## config.mk

```make
export PLATFORM = sky130hd
export DESIGN_NAME = mfc_config_bits
export DESIGN_NICKNAME = d
export VERILOG_FILES = /design/src/mfc_pkg.sv /design/src/mfc_config_bits.sv /design/src/mfc_chop_ctrl.sv
export SDC_FILE = /design/constraint.sdc
export NUM_CORES = 1
export LEC_CHECK = 0
export ABC_AREA = 1
export BUFFER_PORTS_ARGS = -buffer_cell sky130_fd_sc_hd__buf_2
export CORE_AREA = 3 3 82 84
export CTS_CLUSTER_DIAMETER = 30
export DETAILED_ROUTE_END_ITERATION = 6
export DIE_AREA = 0 0 85 87
export PLACE_DENSITY = 0.74
export SLEW_MARGIN = 10
export SYNTH_ARGS = -nofsm -noshare
export SYNTH_HDL_FRONTEND = slang
export SYNTH_SLANG_ARGS = --single-unit
```

## constraint.sdc

```tcl
create_clock -name mclk -period 1.55 [get_ports mclk]
set_clock_uncertainty 0.05 [all_clocks]
set_input_delay 0.465 -clock mclk [delete_from_list [all_inputs] [get_ports mclk]]
set_output_delay 0.465 -clock mclk [all_outputs]
set_load 0.02 [all_outputs]
```

## src/mfc_pkg.sv

```systemverilog
// Purpose: Shared constants and types for the metering front-end configuration bank
// Assumes: Byte-wide register port, one 200 MHz clock
// Notes:   Every offset, bit position, reset value and clock count lives here
package mfc_pkg;

    // ----------------------------------------
    // Register offsets
    // ----------------------------------------
    localparam logic [15:0] ENGINE_CLOCK_AND_ENABLE_OFS = 16'h2000; // Engine rate and enable
    localparam logic [15:0] BANDGAP_CHOP_CONTROL_OFS = 16'h2002; // Bandgap chop mode
    localparam logic [15:0] CONVERTER_POWER_CONTROL_OFS = 16'h2005; // Converter power
    localparam logic [15:0] BATTERY_TEST_CONTROL_OFS = 16'h2020; // Battery load
    localparam logic [15:0] BOOT_REGION_SIZE_OFS = 16'h20A7; // Boot region size
    localparam logic [15:0] ENGINE_PROGRAM_BASE_OFS = 16'h20A8; // Engine program start
    localparam logic [15:0] CURRENT_CHOP_MASTER_OFS = 16'h20AB; // Current chop master
    localparam logic [15:0] CURRENT_CHOP_CHANNELS_AB_OFS = 16'h20AC; // Channels a and b
    localparam logic [15:0] CURRENT_CHOP_CHANNELS_CD_OFS = 16'h20AD; // Channels c and d

    // ----------------------------------------
    // Field positions
    // ----------------------------------------
    localparam int ENGINE_FAST_CLOCK_BIT = 3; // Fast engine clock select
    localparam int ENGINE_ENABLE_BIT = 4; // Engine enable
    localparam int CHOP_MODE_LSB = 4; // Chop mode low bit
    localparam int CONVERTER_ENABLE_BIT = 3; // Converter and reference enable
    localparam int BATTERY_LOAD_BIT = 6; // Battery load enable
    localparam int CHOP_MASTER_BIT = 0; // Current chop master enable
    localparam int CHOP_LOW_CHANNEL_BIT = 0; // First channel of a pair
    localparam int CHOP_HIGH_CHANNEL_BIT = 4; // Second channel of a pair

    // ----------------------------------------
    // Reset and wake values
    // ----------------------------------------
    localparam logic [7:0] BOOT_REGION_RESET = 8'h01; // Boot region size
    localparam logic [7:0] PROGRAM_START_RESET = 8'h31; // Engine program start
    localparam int BOOT_PAGE_SHIFT = 10; // End address is size times 1024

    // ----------------------------------------
    // Chop mode codes
    // ----------------------------------------
    localparam logic [1:0] CHOP_TOGGLE_ALT = 2'h0; // Toggle, alternate frame at interval end
    localparam logic [1:0] CHOP_POSITIVE = 2'h1; // Forced positive
    localparam logic [1:0] CHOP_REVERSED = 2'h2; // Forced reversed
    localparam logic [1:0] CHOP_TOGGLE_ONLY = 2'h3; // Toggle, never alternate frame

    // ----------------------------------------
    // Engine clock timing
    // ----------------------------------------
    localparam int MCLK_KHZ = 200000; // System clock rate
    localparam int ENGINE_FAST_KHZ = 10000; // Fast engine rate
    localparam int ENGINE_SLOW_KHZ = 5000; // Slow engine rate
    localparam int FAST_DIV = MCLK_KHZ / ENGINE_FAST_KHZ; // Cycles per fast tick
    localparam int SLOW_DIV = MCLK_KHZ / ENGINE_SLOW_KHZ; // Cycles per slow tick
    localparam logic [5:0] FAST_LAST = 6'(FAST_DIV - 1); // Last fast count
    localparam logic [5:0] SLOW_LAST = 6'(SLOW_DIV - 1); // Last slow count

    // ----------------------------------------
    // Carriers
    // ----------------------------------------
    typedef struct packed {
        logic [15:0] addr; // Byte address
        logic wrEn; // Write strobe
        logic rdEn; // Read strobe
        logic [7:0] wrData; // Write data
    } mfc_req_type;

    typedef struct packed {
        logic converterEnable; // Converter and reference powered
        logic batteryLoadEnable; // Battery load applied
        logic engineFastClockSelect; // 10 MHz when set
        logic engineEnable; // Engine running
        logic [1:0] chopMode; // Bandgap chop mode
        logic [7:0] bootRegionSize; // Boot region size
        logic [7:0] engineProgramStart; // Engine program start
        logic chopMaster; // Current chop master
        logic [3:0] chopChannels; // Channel enables a..d
    } mfc_cfg_type;

endpackage

```

## src/mfc_config_bits.sv

```systemverilog
// Purpose: Processor-writable configuration bits for the metering front end
// Assumes: Byte register port from the processor, one 200 MHz clock
// Notes:   Reads answer one cycle after the strobe; unmapped reads give zero
//
// How it works
// RL1 - Converter enable powers converter and reference
// RL2 - Battery bit loads battery, routes to converter
// RL3 - Boot end address is size times 1024
// RL4 - Engine clock 10 MHz when set, else 5
// RL5 - Program start field gives engine fetch start
// RL6 - Chop mode 01 positive, 10 reversed
// RL7 - Mode 00 toggles, inserts alternate frame
// RL8 - Mode 11 toggles, never inserts
// RL9 - Current chopping only with master enable
// RL10 - Per-channel enables under the master
// RL11 - Written bits read back, reserved read zero
// RL12 - Reset and wake load values, wake keeps battery
`timescale 1ns/1ps
module mfc_config_bits (
    input wire logic mclk, // System clock
    input wire logic rst_n, // Synchronous reset, active low
    input wire logic wake, // Wake pulse, reloads defaults except battery load
    input mfc_pkg::mfc_req_type req, // Processor register request
    output logic [7:0] rdData, // Read data, one cycle after read strobe
    input wire logic muxFrameSync, // Multiplexer frame sync
    input wire logic accumEnd, // Sync edge ends an accumulation interval
    output logic converterEnable, // Converter and reference bias on
    output logic batteryLoadEnable, // Battery load and routing on
    output logic [17:0] bootEndAddr, // End of boot region
    output logic [7:0] engineProgramStart, // Engine program start address
    output logic engineEnable, // Engine enabled
    output logic engineClkEn, // Engine clock enable pulse
    output logic chopPolarity, // Bandgap chop polarity
    output logic alternateFrameRequest, // Alternate frame request pulse
    output logic [3:0] currentChopEnable // Chop enable per current channel
);
    import mfc_pkg::*;

    typedef struct packed {
        mfc_cfg_type cfg; // Configuration bits
        logic [7:0] rd; // Read data
        logic [5:0] divCnt; // Engine clock divider
        logic tick; // Engine clock pulse
        logic [17:0] bootEnd; // Boot end address
        logic [3:0] chopOut; // Gated channel enables
    } mfc_state_type;

    localparam mfc_cfg_type CFG_DEFAULT = '{
        bootRegionSize: BOOT_REGION_RESET,
        engineProgramStart: PROGRAM_START_RESET,
        default: '0
    };

    mfc_state_type s_q;
    mfc_state_type s_d;

    // ----------------------------------------
    // Read decode
    // ----------------------------------------
    // RL11 reserved bits read zero
    function automatic logic [7:0] readMux(input logic [15:0] a, input mfc_cfg_type c);
        logic [7:0] v;
        v = 8'h00;
        if (a == ENGINE_CLOCK_AND_ENABLE_OFS) begin
            v[ENGINE_FAST_CLOCK_BIT] = c.engineFastClockSelect;
            v[ENGINE_ENABLE_BIT] = c.engineEnable;
        end else if (a == BANDGAP_CHOP_CONTROL_OFS) begin
            v[CHOP_MODE_LSB +: 2] = c.chopMode;
        end else if (a == CONVERTER_POWER_CONTROL_OFS) begin
            v[CONVERTER_ENABLE_BIT] = c.converterEnable;
        end else if (a == BATTERY_TEST_CONTROL_OFS) begin
            v[BATTERY_LOAD_BIT] = c.batteryLoadEnable;
        end else if (a == BOOT_REGION_SIZE_OFS) begin
            v = c.bootRegionSize;
        end else if (a == ENGINE_PROGRAM_BASE_OFS) begin
            v = c.engineProgramStart;
        end else if (a == CURRENT_CHOP_MASTER_OFS) begin
            v[CHOP_MASTER_BIT] = c.chopMaster;
        end else if (a == CURRENT_CHOP_CHANNELS_AB_OFS) begin
            v[CHOP_LOW_CHANNEL_BIT] = c.chopChannels[0];
            v[CHOP_HIGH_CHANNEL_BIT] = c.chopChannels[1];
        end else if (a == CURRENT_CHOP_CHANNELS_CD_OFS) begin
            v[CHOP_LOW_CHANNEL_BIT] = c.chopChannels[2];
            v[CHOP_HIGH_CHANNEL_BIT] = c.chopChannels[3];
        end
        return v;
    endfunction

    // ----------------------------------------
    // Next state
    // ----------------------------------------
    // Wake beats a write in the same cycle, so defaults are never half applied
    always_comb begin
        s_d = s_q;
        s_d.rd = req.rdEn ? readMux(req.addr, s_q.cfg) : 8'h00;
        if (wake) begin
            // RL12 wake reload, battery kept
            s_d.cfg = CFG_DEFAULT;
            s_d.cfg.batteryLoadEnable = s_q.cfg.batteryLoadEnable;
        end else if (req.wrEn) begin
            // RL11 writable bits stored
            if (req.addr == ENGINE_CLOCK_AND_ENABLE_OFS) begin
                s_d.cfg.engineFastClockSelect = req.wrData[ENGINE_FAST_CLOCK_BIT];
                s_d.cfg.engineEnable = req.wrData[ENGINE_ENABLE_BIT];
            end else if (req.addr == BANDGAP_CHOP_CONTROL_OFS) begin
                s_d.cfg.chopMode = req.wrData[CHOP_MODE_LSB +: 2];
            end else if (req.addr == CONVERTER_POWER_CONTROL_OFS) begin
                s_d.cfg.converterEnable = req.wrData[CONVERTER_ENABLE_BIT];
            end else if (req.addr == BATTERY_TEST_CONTROL_OFS) begin
                s_d.cfg.batteryLoadEnable = req.wrData[BATTERY_LOAD_BIT];
            end else if (req.addr == BOOT_REGION_SIZE_OFS) begin
                s_d.cfg.bootRegionSize = req.wrData;
            end else if (req.addr == ENGINE_PROGRAM_BASE_OFS) begin
                s_d.cfg.engineProgramStart = req.wrData;
            end else if (req.addr == CURRENT_CHOP_MASTER_OFS) begin
                s_d.cfg.chopMaster = req.wrData[CHOP_MASTER_BIT];
            end else if (req.addr == CURRENT_CHOP_CHANNELS_AB_OFS) begin
                s_d.cfg.chopChannels[0] = req.wrData[CHOP_LOW_CHANNEL_BIT];
                s_d.cfg.chopChannels[1] = req.wrData[CHOP_HIGH_CHANNEL_BIT];
            end else if (req.addr == CURRENT_CHOP_CHANNELS_CD_OFS) begin
                s_d.cfg.chopChannels[2] = req.wrData[CHOP_LOW_CHANNEL_BIT];
                s_d.cfg.chopChannels[3] = req.wrData[CHOP_HIGH_CHANNEL_BIT];
            end
        end
        // RL3 boot end address
        s_d.bootEnd = {s_q.cfg.bootRegionSize, 10'h000};
        // RL9 master gates all channels
        for (int i = 0; i < 4; i++) begin
            // RL10 per-channel enable
            s_d.chopOut[i] = s_q.cfg.chopMaster & s_q.cfg.chopChannels[i];
        end
        // RL4 engine clock divider
        s_d.tick = 1'b0;
        if (!s_q.cfg.engineEnable) begin
            s_d.divCnt = 6'h00;
        end else if (s_q.divCnt >= (s_q.cfg.engineFastClockSelect ? FAST_LAST : SLOW_LAST)) begin
            s_d.divCnt = 6'h00;
            s_d.tick = 1'b1;
        end else begin
            s_d.divCnt = s_q.divCnt + 6'h01;
        end
    end

    // ----------------------------------------
    // State register
    // ----------------------------------------
    always_ff @(posedge mclk) begin
        if (!rst_n) begin
            // RL12 reset values
            s_q <= '{cfg: CFG_DEFAULT, bootEnd: {BOOT_REGION_RESET, 10'h000}, default: '0};
        end else begin
            s_q <= s_d;
        end
    end

    // ----------------------------------------
    // Outputs
    // ----------------------------------------
    // RL1 converter power
    assign converterEnable = s_q.cfg.converterEnable;
    // RL2 battery load and routing
    assign batteryLoadEnable = s_q.cfg.batteryLoadEnable;
    // RL5 program start
    assign engineProgramStart = s_q.cfg.engineProgramStart;
    assign engineEnable = s_q.cfg.engineEnable;
    assign engineClkEn = s_q.tick;
    assign bootEndAddr = s_q.bootEnd;
    assign currentChopEnable = s_q.chopOut;
    assign rdData = s_q.rd;

    // Chop polarity and alternate frame logic
    mfc_chop_ctrl chop (
        .mclk(mclk),
        .rst_n(rst_n),
        .chopMode(s_q.cfg.chopMode),
        .muxFrameSync(muxFrameSync),
        .accumEnd(accumEnd),
        .chopPolarity(chopPolarity),
        .alternateFrameRequest(alternateFrameRequest)
    );

    // ----------------------------------------
    // Checks
    // ----------------------------------------
    conv_write_a: assert property (@(posedge mclk) disable iff (!rst_n) // RL1
        (req.wrEn && !wake && req.addr == CONVERTER_POWER_CONTROL_OFS)
        |=> converterEnable == $past(req.wrData[CONVERTER_ENABLE_BIT]))
        else $error("converter enable not taken from write");
    batt_wake_a: assert property (@(posedge mclk) disable iff (!rst_n) // RL2
        wake |=> batteryLoadEnable == $past(batteryLoadEnable))
        else $error("battery load changed on wake");
    boot_end_a: assert property (@(posedge mclk) disable iff (!rst_n) // RL3
        ##1 bootEndAddr == {$past(s_q.cfg.bootRegionSize), 10'h000})
        else $error("boot end address not size times 1024");
    fast_tick_a: assert property (@(posedge mclk) disable iff (!rst_n) // RL4
        (engineClkEn && s_q.cfg.engineFastClockSelect && s_q.cfg.engineEnable && !req.wrEn)
        |=> !engineClkEn [*8])
        else $error("engine tick too close");
    prog_wake_a: assert property (@(posedge mclk) disable iff (!rst_n) // RL5
        wake |=> engineProgramStart == PROGRAM_START_RESET)
        else $error("program start not reloaded on wake");
    chop_gate_a: assert property (@(posedge mclk) disable iff (!rst_n) // RL9
        !s_q.cfg.chopMaster |=> currentChopEnable == 4'h0)
        else $error("current chop active without master");
    chan_chop_a: assert property (@(posedge mclk) disable iff (!rst_n) // RL10
        s_q.cfg.chopMaster |=> currentChopEnable == $past(s_q.cfg.chopChannels))
        else $error("channel chop enable mismatch");
    read_back_a: assert property (@(posedge mclk) disable iff (!rst_n) // RL11
        (req.rdEn && req.addr == ENGINE_PROGRAM_BASE_OFS) |=> rdData == $past(engineProgramStart))
        else $error("read back mismatch");
    // The boot end address trails its size register by one cycle, so it is looked at one edge later
    wake_load_a: assert property (@(posedge mclk) disable iff (!rst_n) // RL12
        wake |=> !converterEnable && !engineEnable ##1 bootEndAddr == 18'h00400)
        else $error("wake defaults not loaded");
endmodule

```

## src/mfc_chop_ctrl.sv

```systemverilog
// Purpose: Bandgap chop polarity and alternate frame insertion
// Assumes: Frame sync and interval end are synchronous to mclk
// Notes:   Acts only on the rising edge of the frame sync
`timescale 1ns/1ps
module mfc_chop_ctrl (
    input wire logic mclk, // System clock
    input wire logic rst_n, // Synchronous reset, active low
    input wire logic [1:0] chopMode, // Chop mode code
    input wire logic muxFrameSync, // Multiplexer frame sync
    input wire logic accumEnd, // This sync edge ends an accumulation interval
    output logic chopPolarity, // Bandgap chop polarity, 1 is positive
    output logic alternateFrameRequest // One-cycle alternate frame request
);
    import mfc_pkg::*;

    typedef struct packed {
        logic syncPrev; // Sync one cycle ago
        logic pol; // Polarity
        logic altReq; // Alternate frame request
    } mfc_chop_state_type;

    mfc_chop_state_type s_q;
    mfc_chop_state_type s_d;
    logic syncRise; // Rising edge of frame sync

    // ----------------------------------------
    // Next state
    // ----------------------------------------
    // Polarity only moves on a sync edge, so a mode change waits for the next frame
    always_comb begin
        s_d = s_q;
        s_d.syncPrev = muxFrameSync;
        s_d.altReq = 1'b0;
        syncRise = muxFrameSync & ~s_q.syncPrev;
        if (syncRise) begin
            // RL6 forced polarity modes
            case (chopMode)
                CHOP_POSITIVE: begin
                    s_d.pol = 1'b1;
                end
                CHOP_REVERSED: begin
                    s_d.pol = 1'b0;
                end
                // RL8 toggle without insertion
                CHOP_TOGGLE_ONLY: begin
                    s_d.pol = ~s_q.pol;
                end
                // RL7 hold and insert at interval end
                default: begin
                    if (accumEnd) begin
                        s_d.altReq = 1'b1;
                    end else begin
                        s_d.pol = ~s_q.pol;
                    end
                end
            endcase
        end
    end

    // ----------------------------------------
    // State register
    // ----------------------------------------
    always_ff @(posedge mclk) begin
        if (!rst_n) begin
            s_q <= '0;
        end else begin
            s_q <= s_d;
        end
    end

    assign chopPolarity = s_q.pol;
    assign alternateFrameRequest = s_q.altReq;

    // ----------------------------------------
    // Checks
    // ----------------------------------------
    forced_pol_a: assert property (@(posedge mclk) disable iff (!rst_n) // RL6
        (muxFrameSync && !s_q.syncPrev && chopMode == CHOP_POSITIVE) |=> chopPolarity)
        else $error("forced positive polarity not applied");
    hold_insert_a: assert property (@(posedge mclk) disable iff (!rst_n) // RL7
        (muxFrameSync && !s_q.syncPrev && chopMode == CHOP_TOGGLE_ALT && accumEnd)
        |=> alternateFrameRequest && $stable(chopPolarity))
        else $error("interval end did not hold polarity and insert frame");
    toggle_only_a: assert property (@(posedge mclk) disable iff (!rst_n) // RL8
        (muxFrameSync && !s_q.syncPrev && chopMode == CHOP_TOGGLE_ONLY)
        |=> !alternateFrameRequest && (chopPolarity != $past(chopPolarity)))
        else $error("toggle-only mode misbehaved");
endmodule

```

==> summary.md, run 1 <==
| Metric | Value |
|---|---|
| Status | complete, no violations |
| Row cnt | 28 |
| Routed len/inst | 12.4 um |
| Min Tclk post-route | 1.47 ns |
| Total CTS buffers | 9 |
| Most Used Layer, Global Route | met2 |
| Vias in the first global route | 2,376 |
| Hold Buf Count CTS | 0 |
| Vias per cell | 4.65 |
| Nets | 506 |
| Top-area cell type share of the netlist area | 0.400 |
| Largest net degree at the start of global routing | 18 |
| Post-Syn Instances | 390 |
| Sink Count | 57 |
| Unrepaired setup endpoints after global routing | true |
| Post-synth EDFFs | 0 |
| Hold Vio Cnt, Final | 0 |
| Reg2reg path depth | 6 |
| Hold depth | 3 |
| Async SR Flop Fraction | 0 |
| Met1 usage | 0.235 |
| Detailed Route WL | 6820 um |
| Clk slew on worst S/H paths | 0.06 ns |
| Worst Path Arrival | 1.64 ns |
| Die Ht | 87 um |
| FF+latch count, synth | 57 |
| Seq/Total Area, Yosys | 0.400 |
| Setup crit start kind | primary input |
| GRT Overall Usage | 0.185 |
| Synth top area cells | dfxtp_1 40%, buf_4 10%, nand2_1 9.6% |
| Detail Route Antenna Nets | 0 |
| Met2 Usage GRT | 0.309 |
| Root buf cell | clkbuf_8 |
| Vias | 2,548 |
| Core ar. | 5990 um^2 |
| H-tree depth | 3 |
| Antenna cells | 0 |
| Drc violations | 0 |
| Latest clock arrival within the worst-skew pair | 0.33 ns |
| Post-synth top cells | 73 x nand2_1, 59 x nor2_1, 57 x dfxtp_1 |
| Leakage power | 1.77 nW |
| Power Density | 869 nW/um^2 |
| HP Class | primary input to flip-flop |
| Initial antenna violation count | 0 |
| Share of post-route cells with drive strength above 1 | 0.311 |
| Dpl hpwl | 5280 um |
| Crit path max fanout | 9 |
| Final setup fails | 0 |
| Gr ovfl total | 0 |
| Most common cell in the netlist | nand2_1 |
| CTS max path bufs | 2 |
| Crit. End Element | flip-flop |
| Area leader, netlist | dfxtp_1 |
| Mapped Avg Cell Area | 7.32 um^2 |
| First-pass GRT wire length | 10,800 um |
| Area growth syn-to-layout | 22.9% |
| Post-route setup slack | 0.0760 ns |
| First drt pass iteration count | 5 |
| Max Cap Viol | 0 |
| CTS tree | yes |
| Die width | 85 um |
| Synth warn | 0 |
| Synth unique cells | 35 |
| Fmax | 678 MHz |
| Number of buffers added on ports | 64 |
| Die ar. | 7400 um^2 |
| Finished Layout Cells | 548 |
| M3 GR Usage | 0.0360 |
| Crit path kind | primary input to flip-flop |
| GP Congestion | 0.893 |
| Peak VDD IR | 0.481 mV |
| Number of I/O pins | 75 |
| Starting Density | 0.477 |
| Cell Area, Synth | 2860 um^2 |
| Tcrit/Tclk final | 0.951 |
| Worst EP required | 1.71 ns |
| Setup WS pre-CTS | -0.324 ns |
| Slew Limit Fails | 0 |
| Top FF cell, synth | dfxtp_1 |
| Count of placed standard cells including taps | 524 |
| DRT iter0 DRCs | 117 |
==> layer usage <==
layer | vias to the layer above | wire length (um)
li1 | 1331 | -
met1 | 1135 | 3090
met3 | 10 | 403
met4 | 0 | 75
met5 | - | 0
met2 | 72 | 3250
==> timing repair <==
item	CTS	global route
setup buffers	0	8
setup endpoints to repair	1	27
resized for setup	1	13
pin swaps	0	5
==> path summary, 6_finish.rpt <==
kind                                           start                                 end  slack [ns]
worst max-delay path                         req[17]  engineProgramStart[0]$_SDFFE_PP1P_        0.08
worst min-delay path                    muxFrameSync              chop.s_q[2]$_SDFF_PN0_        0.28
worst max register to register  s_q[61]$_SDFFE_PP0P_                  s_q[28]$_SDFF_PP0_        0.11
worst min register to register  s_d[21]$_SDFFE_PP0P_          bootEndAddr[17]$_SDFF_PN0_        0.40
==> power breakdown <==
part / switching (mW) / leakage, nW / internal (mW) / total (mW)
combinational: 0.139 / 1.22 / 0.0861 / 0.225
clock: 0.571 / 0.0974 / 0.783 / 1.35
sequential: 0.00163 / 0.460 / 1.47 / 1.47
==> area by class of cell <==
type | count | area, um^2
inverter | 55 | 214
clock inverter | 3 | 40.0
fill | 560 | 2480
tap | 75 | 93.8
sequential | 57 | 1140
multi-input combinational | 245 | 1260
timing repair buffer | 100 | 614
clock buffer | 13 | 149
==> cell usage in the layout, fill, tap and decap left out, drive strengths merged <==
| cell type | instances |
|---|---|
| conb | 10 |
| nand4 | 9 |
| nor2 | 66 |
| xnor2 | 2 |
| nand2 | 79 |
| o211ai | 4 |
| xor2 | 2 |
| nor3 | 4 |
| and3 | 1 |
| o21ai | 20 |
| inv | 53 |
| clkbuf | 13 |
| dfxtp | 57 |
| a21o | 1 |
| nor4 | 2 |
| clkinv | 4 |
| bufinv | 1 |
| a21oi | 18 |
| nand3b | 1 |
| buf | 100 |
| nand3 | 17 |
| a31oi | 1 |
| nor3b | 1 |
| ha | 7 |
==> worst max-delay path, cell delays in order <==
cell and delay (ns):
buf_2 0.08, inv_1 0.04, nor2_1 0.16, nand2_2 0.14, nor2_1 0.16, nand2_2 0.11
nor2_4 0.22, inv_4 0.09, nand2_1 0.08, o211ai_2 0.08
==> registers in the layout, indices dropped and copies added, names as in the netlist, 4 cells and up <==
name and cells:
s_d 8, engineProgramStart 8, bootEndAddr 8, rdData 8, s_q 14, currentChopEnable 4
==> metrics by stage <==
stage,total power [mW],TNS (ns),util,hold WS [ns],area (um^2)
final,3.05,0,0.586,0.277,3510
after global routing,3.15,-0.404,0.586,0.276,3510
after CTS,3.05,0,0.567,0.266,3390
after detailed placement,1.72,-7.34,0.534,0.386,3200
after global placement,1.71,-6.53,0.534,0.378,3200
after floorplan,1.62,-0.00538,-,0.367,2890
==> cell families (layout without fill, tap and decap cells) <==
logic type | Yosys count | count (layout) | synth area share
AOI/OAI and AO/OA | 44 | 44 | 0.0837
xor gates and xnor gates | 4 | 4 | 0.0123
adders and majority gates | 7 | 7 | 0.0307
buffers and inverters | 97 | 171 | 0.184
DFF | 57 | 57 | 0.400
other | 1 | 10 | 0.00131
and+or+nand+nor | 180 | 180 | 0.288
No activity file was read; power rests on OpenSTA's default activity.
==> inputs of run 2 (changes only) <==
- ABC_AREA: 1 -> 0
- CORE_AREA: 3 3 82 84 -> 3 3 81 83
- DIE_AREA: 0 0 85 87 -> 0 0 84 86
==> run 2 against run 1 <==
Fmax shrank 8.5%. Sequential power is essentially flat. Largest cell class unchanged. Largest power group unchanged. Global-route usage increased by 0.13 points. The run now ends with negative setup slack left.
==> summary.md, run 2 <==
| Metric | Value |
|---|---|
| Min Tclk post-route | 1.61 ns (+0.138 ns) |
| Crit path kind | flip-flop to flip-flop |
| CP max stage cell | a211o_4 |
| Count of placed standard cells including taps | 426 (-19%) |
| Core ar. | 5920 um^2 (-1.2%) |
| Top-area cell type share of the netlist area | 0.414 (+0.0141) |
| Setup crit start kind | flip-flop |
| Leakage power | 1.62 nW (-8.8%) |
| First drt pass iteration count | 4 (-1) |
| Crit path cell chain | ha_4 > a211o_1 > a21o_1 > a211o_4 > nor2_2 |
| Die Ht | 86 um (-1.1%) |
| Area growth syn-to-layout | 26.0% |
| Share of post-route cells with drive strength above 1 | 0.411 (+0.101) |
| First-pass GRT wire length | 10,500 um (-3.1%) |
| FF+latch count, synth | 57 (unchanged) |
| FF-to-FF End | s_q[23]$_SDFF_PP0_ |
| CTS max path bufs | 2 (unchanged) |
| Detailed Route WL | 6350 um (-6.9%) |
| DRT iter0 DRCs | 134 (+15%) |
| Worst Path Arrival | 1.84 ns (+0.20 ns) |
| Synth warn | 0 (unchanged) |
| Worst hold path endpoint | chop.s_q[2]$_SDFF_PN0_ |
| Vias in the first global route | 2,203 (-7.3%) |
| Final setup fails | 6 (+6) |
| WP buf/inv | 0 (-3) |
| Post-route setup slack | -0.0616 ns (-0.138 ns) |
| Post-synth top cells | 57 x dfxtp_1, 42 x nand2_1, 38 x buf_4 |
| Async SR Flop Fraction | 0 (unchanged) |
| Hold Vio Cnt, Final | 0 (unchanged) |
| Vias | 2,193 (-14%) |
| Top FF cell, synth | dfxtp_1 |
| Sink Count | 57 (unchanged) |
| Drc violations | 0 (unchanged) |
| Final instance area | 3470 um^2 (-1.0%) |
| Root buf cell | clkbuf_8 |
| Power Density | 847 nW/um^2 (-2.5%) |
| Tcrit/Tclk final | 1.04 (+0.0887) |
| Largest net degree at the start of global routing | 17 (-1) |
| Unrepaired setup endpoints after global routing | true |
| Worst hold slack | 0.329 ns (+0.0527 ns) |
| Synth unique cells | 45 (+29%) |
| Cell Area, Synth | 2760 um^2 (-3.4%) |
| HP Start | muxFrameSync |
| Number of I/O pins | 75 (unchanged) |
| Mapped Avg Cell Area | 9.54 um^2 (+30%) |
| Total CTS buffers | 9 (unchanged) |
| R2r startpoint | s_q[25]$_SDFF_PP0_ |
| Most common cell after layout, fill and taps aside | buf_2 |
| Fmax | 621 MHz (-8.5%) |
| Latest clock arrival within the worst-skew pair | 0.34 ns (about the same) |
| Max reg flops | 14 (unchanged) |
| Initial antenna violation count | 0 (unchanged) |
| Starting Density | 0.466 (-0.0108) |
| Crit path max-delay family | compound AO/OA/AOI/OAI gates |
| Most common cell in the netlist | dfxtp_1 |
| Register with the most flip-flops | s_q |
| Reg2reg path depth | 5 (-1) |
| Most frequent cells in the layout | 59 x buf_2, 54 x dfxtp_1, 42 x nand2_1, 39 x buf_4, 27 x mux2i_1 |
| Post-Syn Instances | 289 (-26%) |
| Post-synth EDFFs | 0 (unchanged) |
| Antenna cells | 0 (unchanged) |
| Die ar. | 7220 um^2 (-2.3%) |
| CTS tree | yes |
| Hold Buf Count CTS | 0 (unchanged) |
| Dpl hpwl | 5030 um (-4.7%) |
| Area leader, netlist | dfxtp_1 |
| Seq/Total Area, Yosys | 0.414 (+0.0141) |
| Finished Layout Cells | 447 (-18%) |
| Cell Area, Placed | 3170 um^2 (-1.1%) |
| Crit path max fanout | 6 (-3) |
| FF-to-FF setup slack | -0.06 ns (-0.17 ns) |
| Violated checks | negative setup slack |
| Setup_tns | -0.267 ns (-0.267 ns) |
| Detail Route Antenna Nets | 0 (unchanged) |
| Tot Pwr | 2.94 mW (-3.5%) |
| Vias per cell | 4.91 (+5.5%) |
| Worst stage delay on the critical path | 0.37 ns (+0.15 ns) |
| Row cnt | 28 (unchanged) |
| Worst EP required | 1.77 ns (+0.06 ns) |
| Die width | 84 um (-1.2%) |
| Routed len/inst | 14.2 um (+14%) |
| HP Class | primary input to flip-flop |
| GRT Overall Usage | 0.187 (+0.00131) |
| GP Congestion | 0.910 (+1.8%) |
| Crit. End Element | flip-flop |
| Clk slew on worst S/H paths | 0.07 ns (about the same) |
| H-tree depth | 3 (unchanged) |
| Status | finished, violations left |
| Hold depth | 2 (-1) |
| Max Cap Viol | 0 (unchanged) |
| Peak VDD IR | 0.420 mV (-13%) |
| Synth top area cells | dfxtp_1 41%, buf_4 10%, mux2i_1 9.8% |
| Number of buffers added on ports | 64 (unchanged) |
| Nets | 405 (-20%) |
| Slew Limit Fails | 0 (unchanged) |
| Gr ovfl total | 0 (unchanged) |
run 2: logic make-up (layout without fill, tap and decap cells):
family | Yosys count | count (layout) | synth area share
xor gates and xnor gates | 4 | 4 | 0.0127
buffers and inverters | 54 | 128 | 0.134
DFF | 57 | 57 | 0.414
AOI/OAI and AO/OA | 24 | 24 | 0.0649
and+or+nand+nor | 115 | 115 | 0.243
muxes | 27 | 27 | 0.0980
adders and majority gates | 7 | 7 | 0.0318
other | 1 | 10 | 0.00136
run 2: worst max-delay path by stage:
stage,start,to,slack (ns),cells past startpoint
final,s_q[25]$_SDFF_PP0_,s_q[23]$_SDFF_PP0_,-0.06,5
after global routing,s_q[25]$_SDFF_PP0_,s_q[23]$_SDFF_PP0_,-0.11,5
after CTS,s_q[25]$_SDFF_PP0_,s_q[23]$_SDFF_PP0_,-0.07,5
after detailed placement,req[20],rdData[7]$_SDFF_PP0_,-0.31,5
after global placement,req[20],rdData[7]$_SDFF_PP0_,-0.28,5
after floorplan,req[10],batteryLoadEnable$_SDFFE_PN0P_,-0.15,5
run 2: report_power, final:
part | internal, mW | switching [mW]
clock | 0.621 | 0.620
combinational | 0.106 | 0.127
sequential | 1.47 | 0.00174
total | 2.19 | 0.748
run 2: layout make-up:
cell class	instances	area [um^2]
Clock buffer	10	138
Clock inverter	6	43.8
Fill cell	490	2450
Inverter	7	26.3
Multi-Input combinational cell	187	1340
Sequential cell	57	1140
Tap cell	75	93.8
Timing Repair Buffer	105	688
run 2: stage by stage:
stage / setup WS [ns] / util
floorplan: -0.150 / -
global placement: -0.277 / 0.535
detailed placement: -0.311 / 0.535
CTS: -0.0681 / 0.571
global route: -0.109 / 0.587
finish: -0.0616 / 0.587
run 2: per-layer routing:
| layer | vias up | part of all wire | global-route usage |
|---|---|---|---|
| met5 | - | 0 | 0 |
| met2 | 69 | 0.48 | 0.305 |
| met1 | 1023 | 0.44 | 0.230 |
| li1 | 1093 | - | - |
| met4 | 0 | 0.018 | 0.0877 |
| met3 | 8 | 0.054 | 0.0500 |
run 2: timing repair:
action | 4_1_cts | 5_1_grt
endpoints found under the hold margin | 0 | 0
setup endpoints to repair | 6 | 14
cloned | 0 | 0
buffers inserted | 1 | 4
pin swaps | 8 | 7
resized for setup | 5 | 20
==> inputs of run 3 (changes only) <==
- ABC_AREA: 0 -> 1
- CAP_MARGIN: unset -> 20
- CORE_AREA: 3 3 81 83 -> 3 3 82 84
- DIE_AREA: 0 0 84 86 -> 0 0 85 87
- PLACE_DENSITY: 0.74 -> 0.73
==> run 3 against run 2 <==
The flow now finishes without violations. Cell area increased by 1.2%. Worst setup slack improved by 0.14 ns. Sequential share of layout area decreased by 0.46 points. Worst hold slack got worse by 0.052 ns.
==> summary.md, run 3 (synthesis results as in run 1) <==
| Metric | Value |
|---|---|
| Internal power | 2.49 mW (+13%) |
| Dpl hpwl | 5080 um (+1.1%) |
| Max reg flops | 14 (unchanged) |
| Core ar. | 5990 um^2 (+1.2%) |
| Detailed Route WL | 6650 um (+4.7%) |
| Slew Limit Fails | 0 (unchanged) |
| Status | complete, no violations |
| Area growth syn-to-layout | 23.1% |
| Post-route setup slack | 0.0821 ns (+0.144 ns) |
| Initial antenna violation count | 0 (unchanged) |
| Drc violations | 0 (unchanged) |
| Routed len/inst | 12.2 um (-14%) |
| Finished Layout Cells | 544 (+22%) |
| FILL cells | 563 (+15%) |
| Register with the most flip-flops | s_q |
| Comb pwr share | 0.069 (-0.010) |
| Vias per cell | 4.65 (-5.3%) |
| DRT iter0 DRCs | 158 (+18%) |
| Fmax | 681 MHz (+9.8%) |
| Clk network pwr share | 0.468 (+0.046) |
| Share of post-route cells with drive strength above 1 | 0.303 (-0.109) |
| HP Class | primary input to flip-flop |
| Die Ht | 87 um (+1.2%) |
| Hold Vio Cnt, Final | 0 (unchanged) |
| Reg2reg path depth | 6 (+1) |
| Number of I/O pins | 75 (unchanged) |
| Most common cell after layout, fill and taps aside | nand2_1 |
| Worst EP required | 1.76 ns (about the same) |
| R2r startpoint | s_q[61]$_SDFFE_PP0P_ |
| Setup crit start kind | flip-flop |
| Tot Pwr | 3.18 mW (+8.0%) |
| Max Cap Viol | 0 (unchanged) |
| Gr ovfl total | 0 (unchanged) |
| First-pass GRT wire length | 10,700 um (+2.2%) |
| Leakage power | 1.77 nW (+9.5%) |
| Sink Count | 57 (unchanged) |
| Peak VDD IR | 0.491 mV (+17%) |
| HP Start | muxFrameSync |
| Antenna cells | 0 (unchanged) |
| Total CTS buffers | 9 (unchanged) |
| Count of placed standard cells including taps | 523 (+23%) |
| Row cnt | 28 (unchanged) |
| H-tree depth | 3 (unchanged) |
| Final setup fails | 0 (-6) |
| Min Tclk post-route | 1.47 ns (-0.144 ns) |
| Setup WS pre-CTS | -0.276 ns (+0.0351 ns) |
| Number of buffers added on ports | 64 (unchanged) |
| Starting Density | 0.477 (+0.0108) |
| Switching Fraction | 0.216 (-0.0381) |
| Nets | 503 (+24%) |
| Crit path max fanout | 6 (unchanged) |
| Vias in the first global route | 2,378 (+7.9%) |
| Most frequent cells in the layout | 73 x nand2_1, 64 x buf_2, 56 x dfxtp_1, 53 x nor2_1, 48 x inv_1 |
| CTS tree | yes |
| Crit. Startpoint | s_q[61]$_SDFFE_PP0P_ |
| Largest net degree at the start of global routing | 19 (+2) |
| Worst Path Arrival | 1.68 ns (-0.16 ns) |
| Latest clock arrival within the worst-skew pair | 0.33 ns (about the same) |
| Die ar. | 7400 um^2 (+2.4%) |
| Tcrit/Tclk final | 0.947 (-0.0927) |
| Detail Route Antenna Nets | 0 (unchanged) |
| Sequential power share | 0.463 (-0.037) |
| Power Density | 904 nW/um^2 (+6.7%) |
| First drt pass iteration count | 4 (unchanged) |
| Crit path kind | flip-flop to flip-flop |
| Clk slew on worst S/H paths | 0.06 ns (about the same) |
| Hold depth | 3 (+1) |
| Die width | 85 um (+1.2%) |
| Crit. End Element | flip-flop |
| Vias | 2,527 (+15%) |
| GRT Overall Usage | 0.186 (-0.000260) |
| Setup_tns | 0 ns (+0.267 ns) |
| Net Sw Power | 0.687 mW (-8.2%) |
| Worst hold slack | 0.277 ns (-0.0520 ns) |
| Root buf cell | clkbuf_8 |
| GP Congestion | 0.909 (about the same) |
| CTS max path bufs | 2 (unchanged) |
-- run 3: cell count changes in the layout (fill, tap and decap cells not counted), sizes merged, moves of 7 or more --
cell,previous run,this run
inv,7,53
nor2,24,67
nand2,43,79
mux2i,27,0
o21ai,3,20
a21oi,5,18
nand3,6,17
and2,9,0
buf,105,96
and3,9,1
nand4,2,9
-- run 3: area by class of cell --
class                           instances  area [um^2]  area share
Sequential cell                        57         1140       0.325
Tap cell                               75         93.8      0.0267
Multi-Input combinational cell        246         1270       0.361
Clock inverter                          3         65.1      0.0185
Clock buffer                           12          145      0.0413
Timing Repair Buffer                   96          586       0.167
Inverter                               55          214      0.0609
-- run 3: through the flow --
stage	instance area, um^2	util
global route	3510	0.587
CTS	3420	0.571
global placement	3210	0.535
detailed placement	3210	0.535
finish	3510	0.587
floorplan	2890	-
-- run 3: final timing paths --
kind / end / slack (ns)
max reg2reg: s_q[28]$_SDFF_PP0_ / 0.08
min: chop.s_q[2]$_SDFF_PN0_ / 0.28
max: s_q[28]$_SDFF_PP0_ / 0.08
min reg2reg: bootEndAddr[11]$_SDFF_PN0_ / 0.40
-- run 3: per-layer routing --
layer  up-vias  track usage  part of all wire
met3         6       0.0549             0.057
li1       1331            -                 -
met5         -            0                 0
met4         0       0.0734             0.013
met2        64        0.300              0.47
met1      1126        0.235              0.46
-- run 3: worst max-delay path, stage by stage (launching register included) --
cell and delay (ns):
dfxtp_2 0.35, inv_1 0.07, ha_1 0.27, a21o_1 0.20, a21oi_2 0.22, nand3_4 0.13, nor2_2 0.12
-- run 3: repair_timing --
item                       CTS  global route
hold buffers                 0             0
resized for setup            1            14
setup buffers                0             5
setup endpoints to repair    6            27
pin swaps                    0             6
cloned                       0             1
-- run 3: power by group through the flow --
stage / clock network (mW) / logic [mW] / registers (mW)
after floorplan: 0 / 0.113 / 1.51
after global placement: 0 / 0.205 / 1.50
after detailed placement: 0 / 0.208 / 1.50
after CTS: 1.53 / 0.209 / 1.47
after global routing: 1.60 / 0.241 / 1.47
final: 1.49 / 0.218 / 1.47
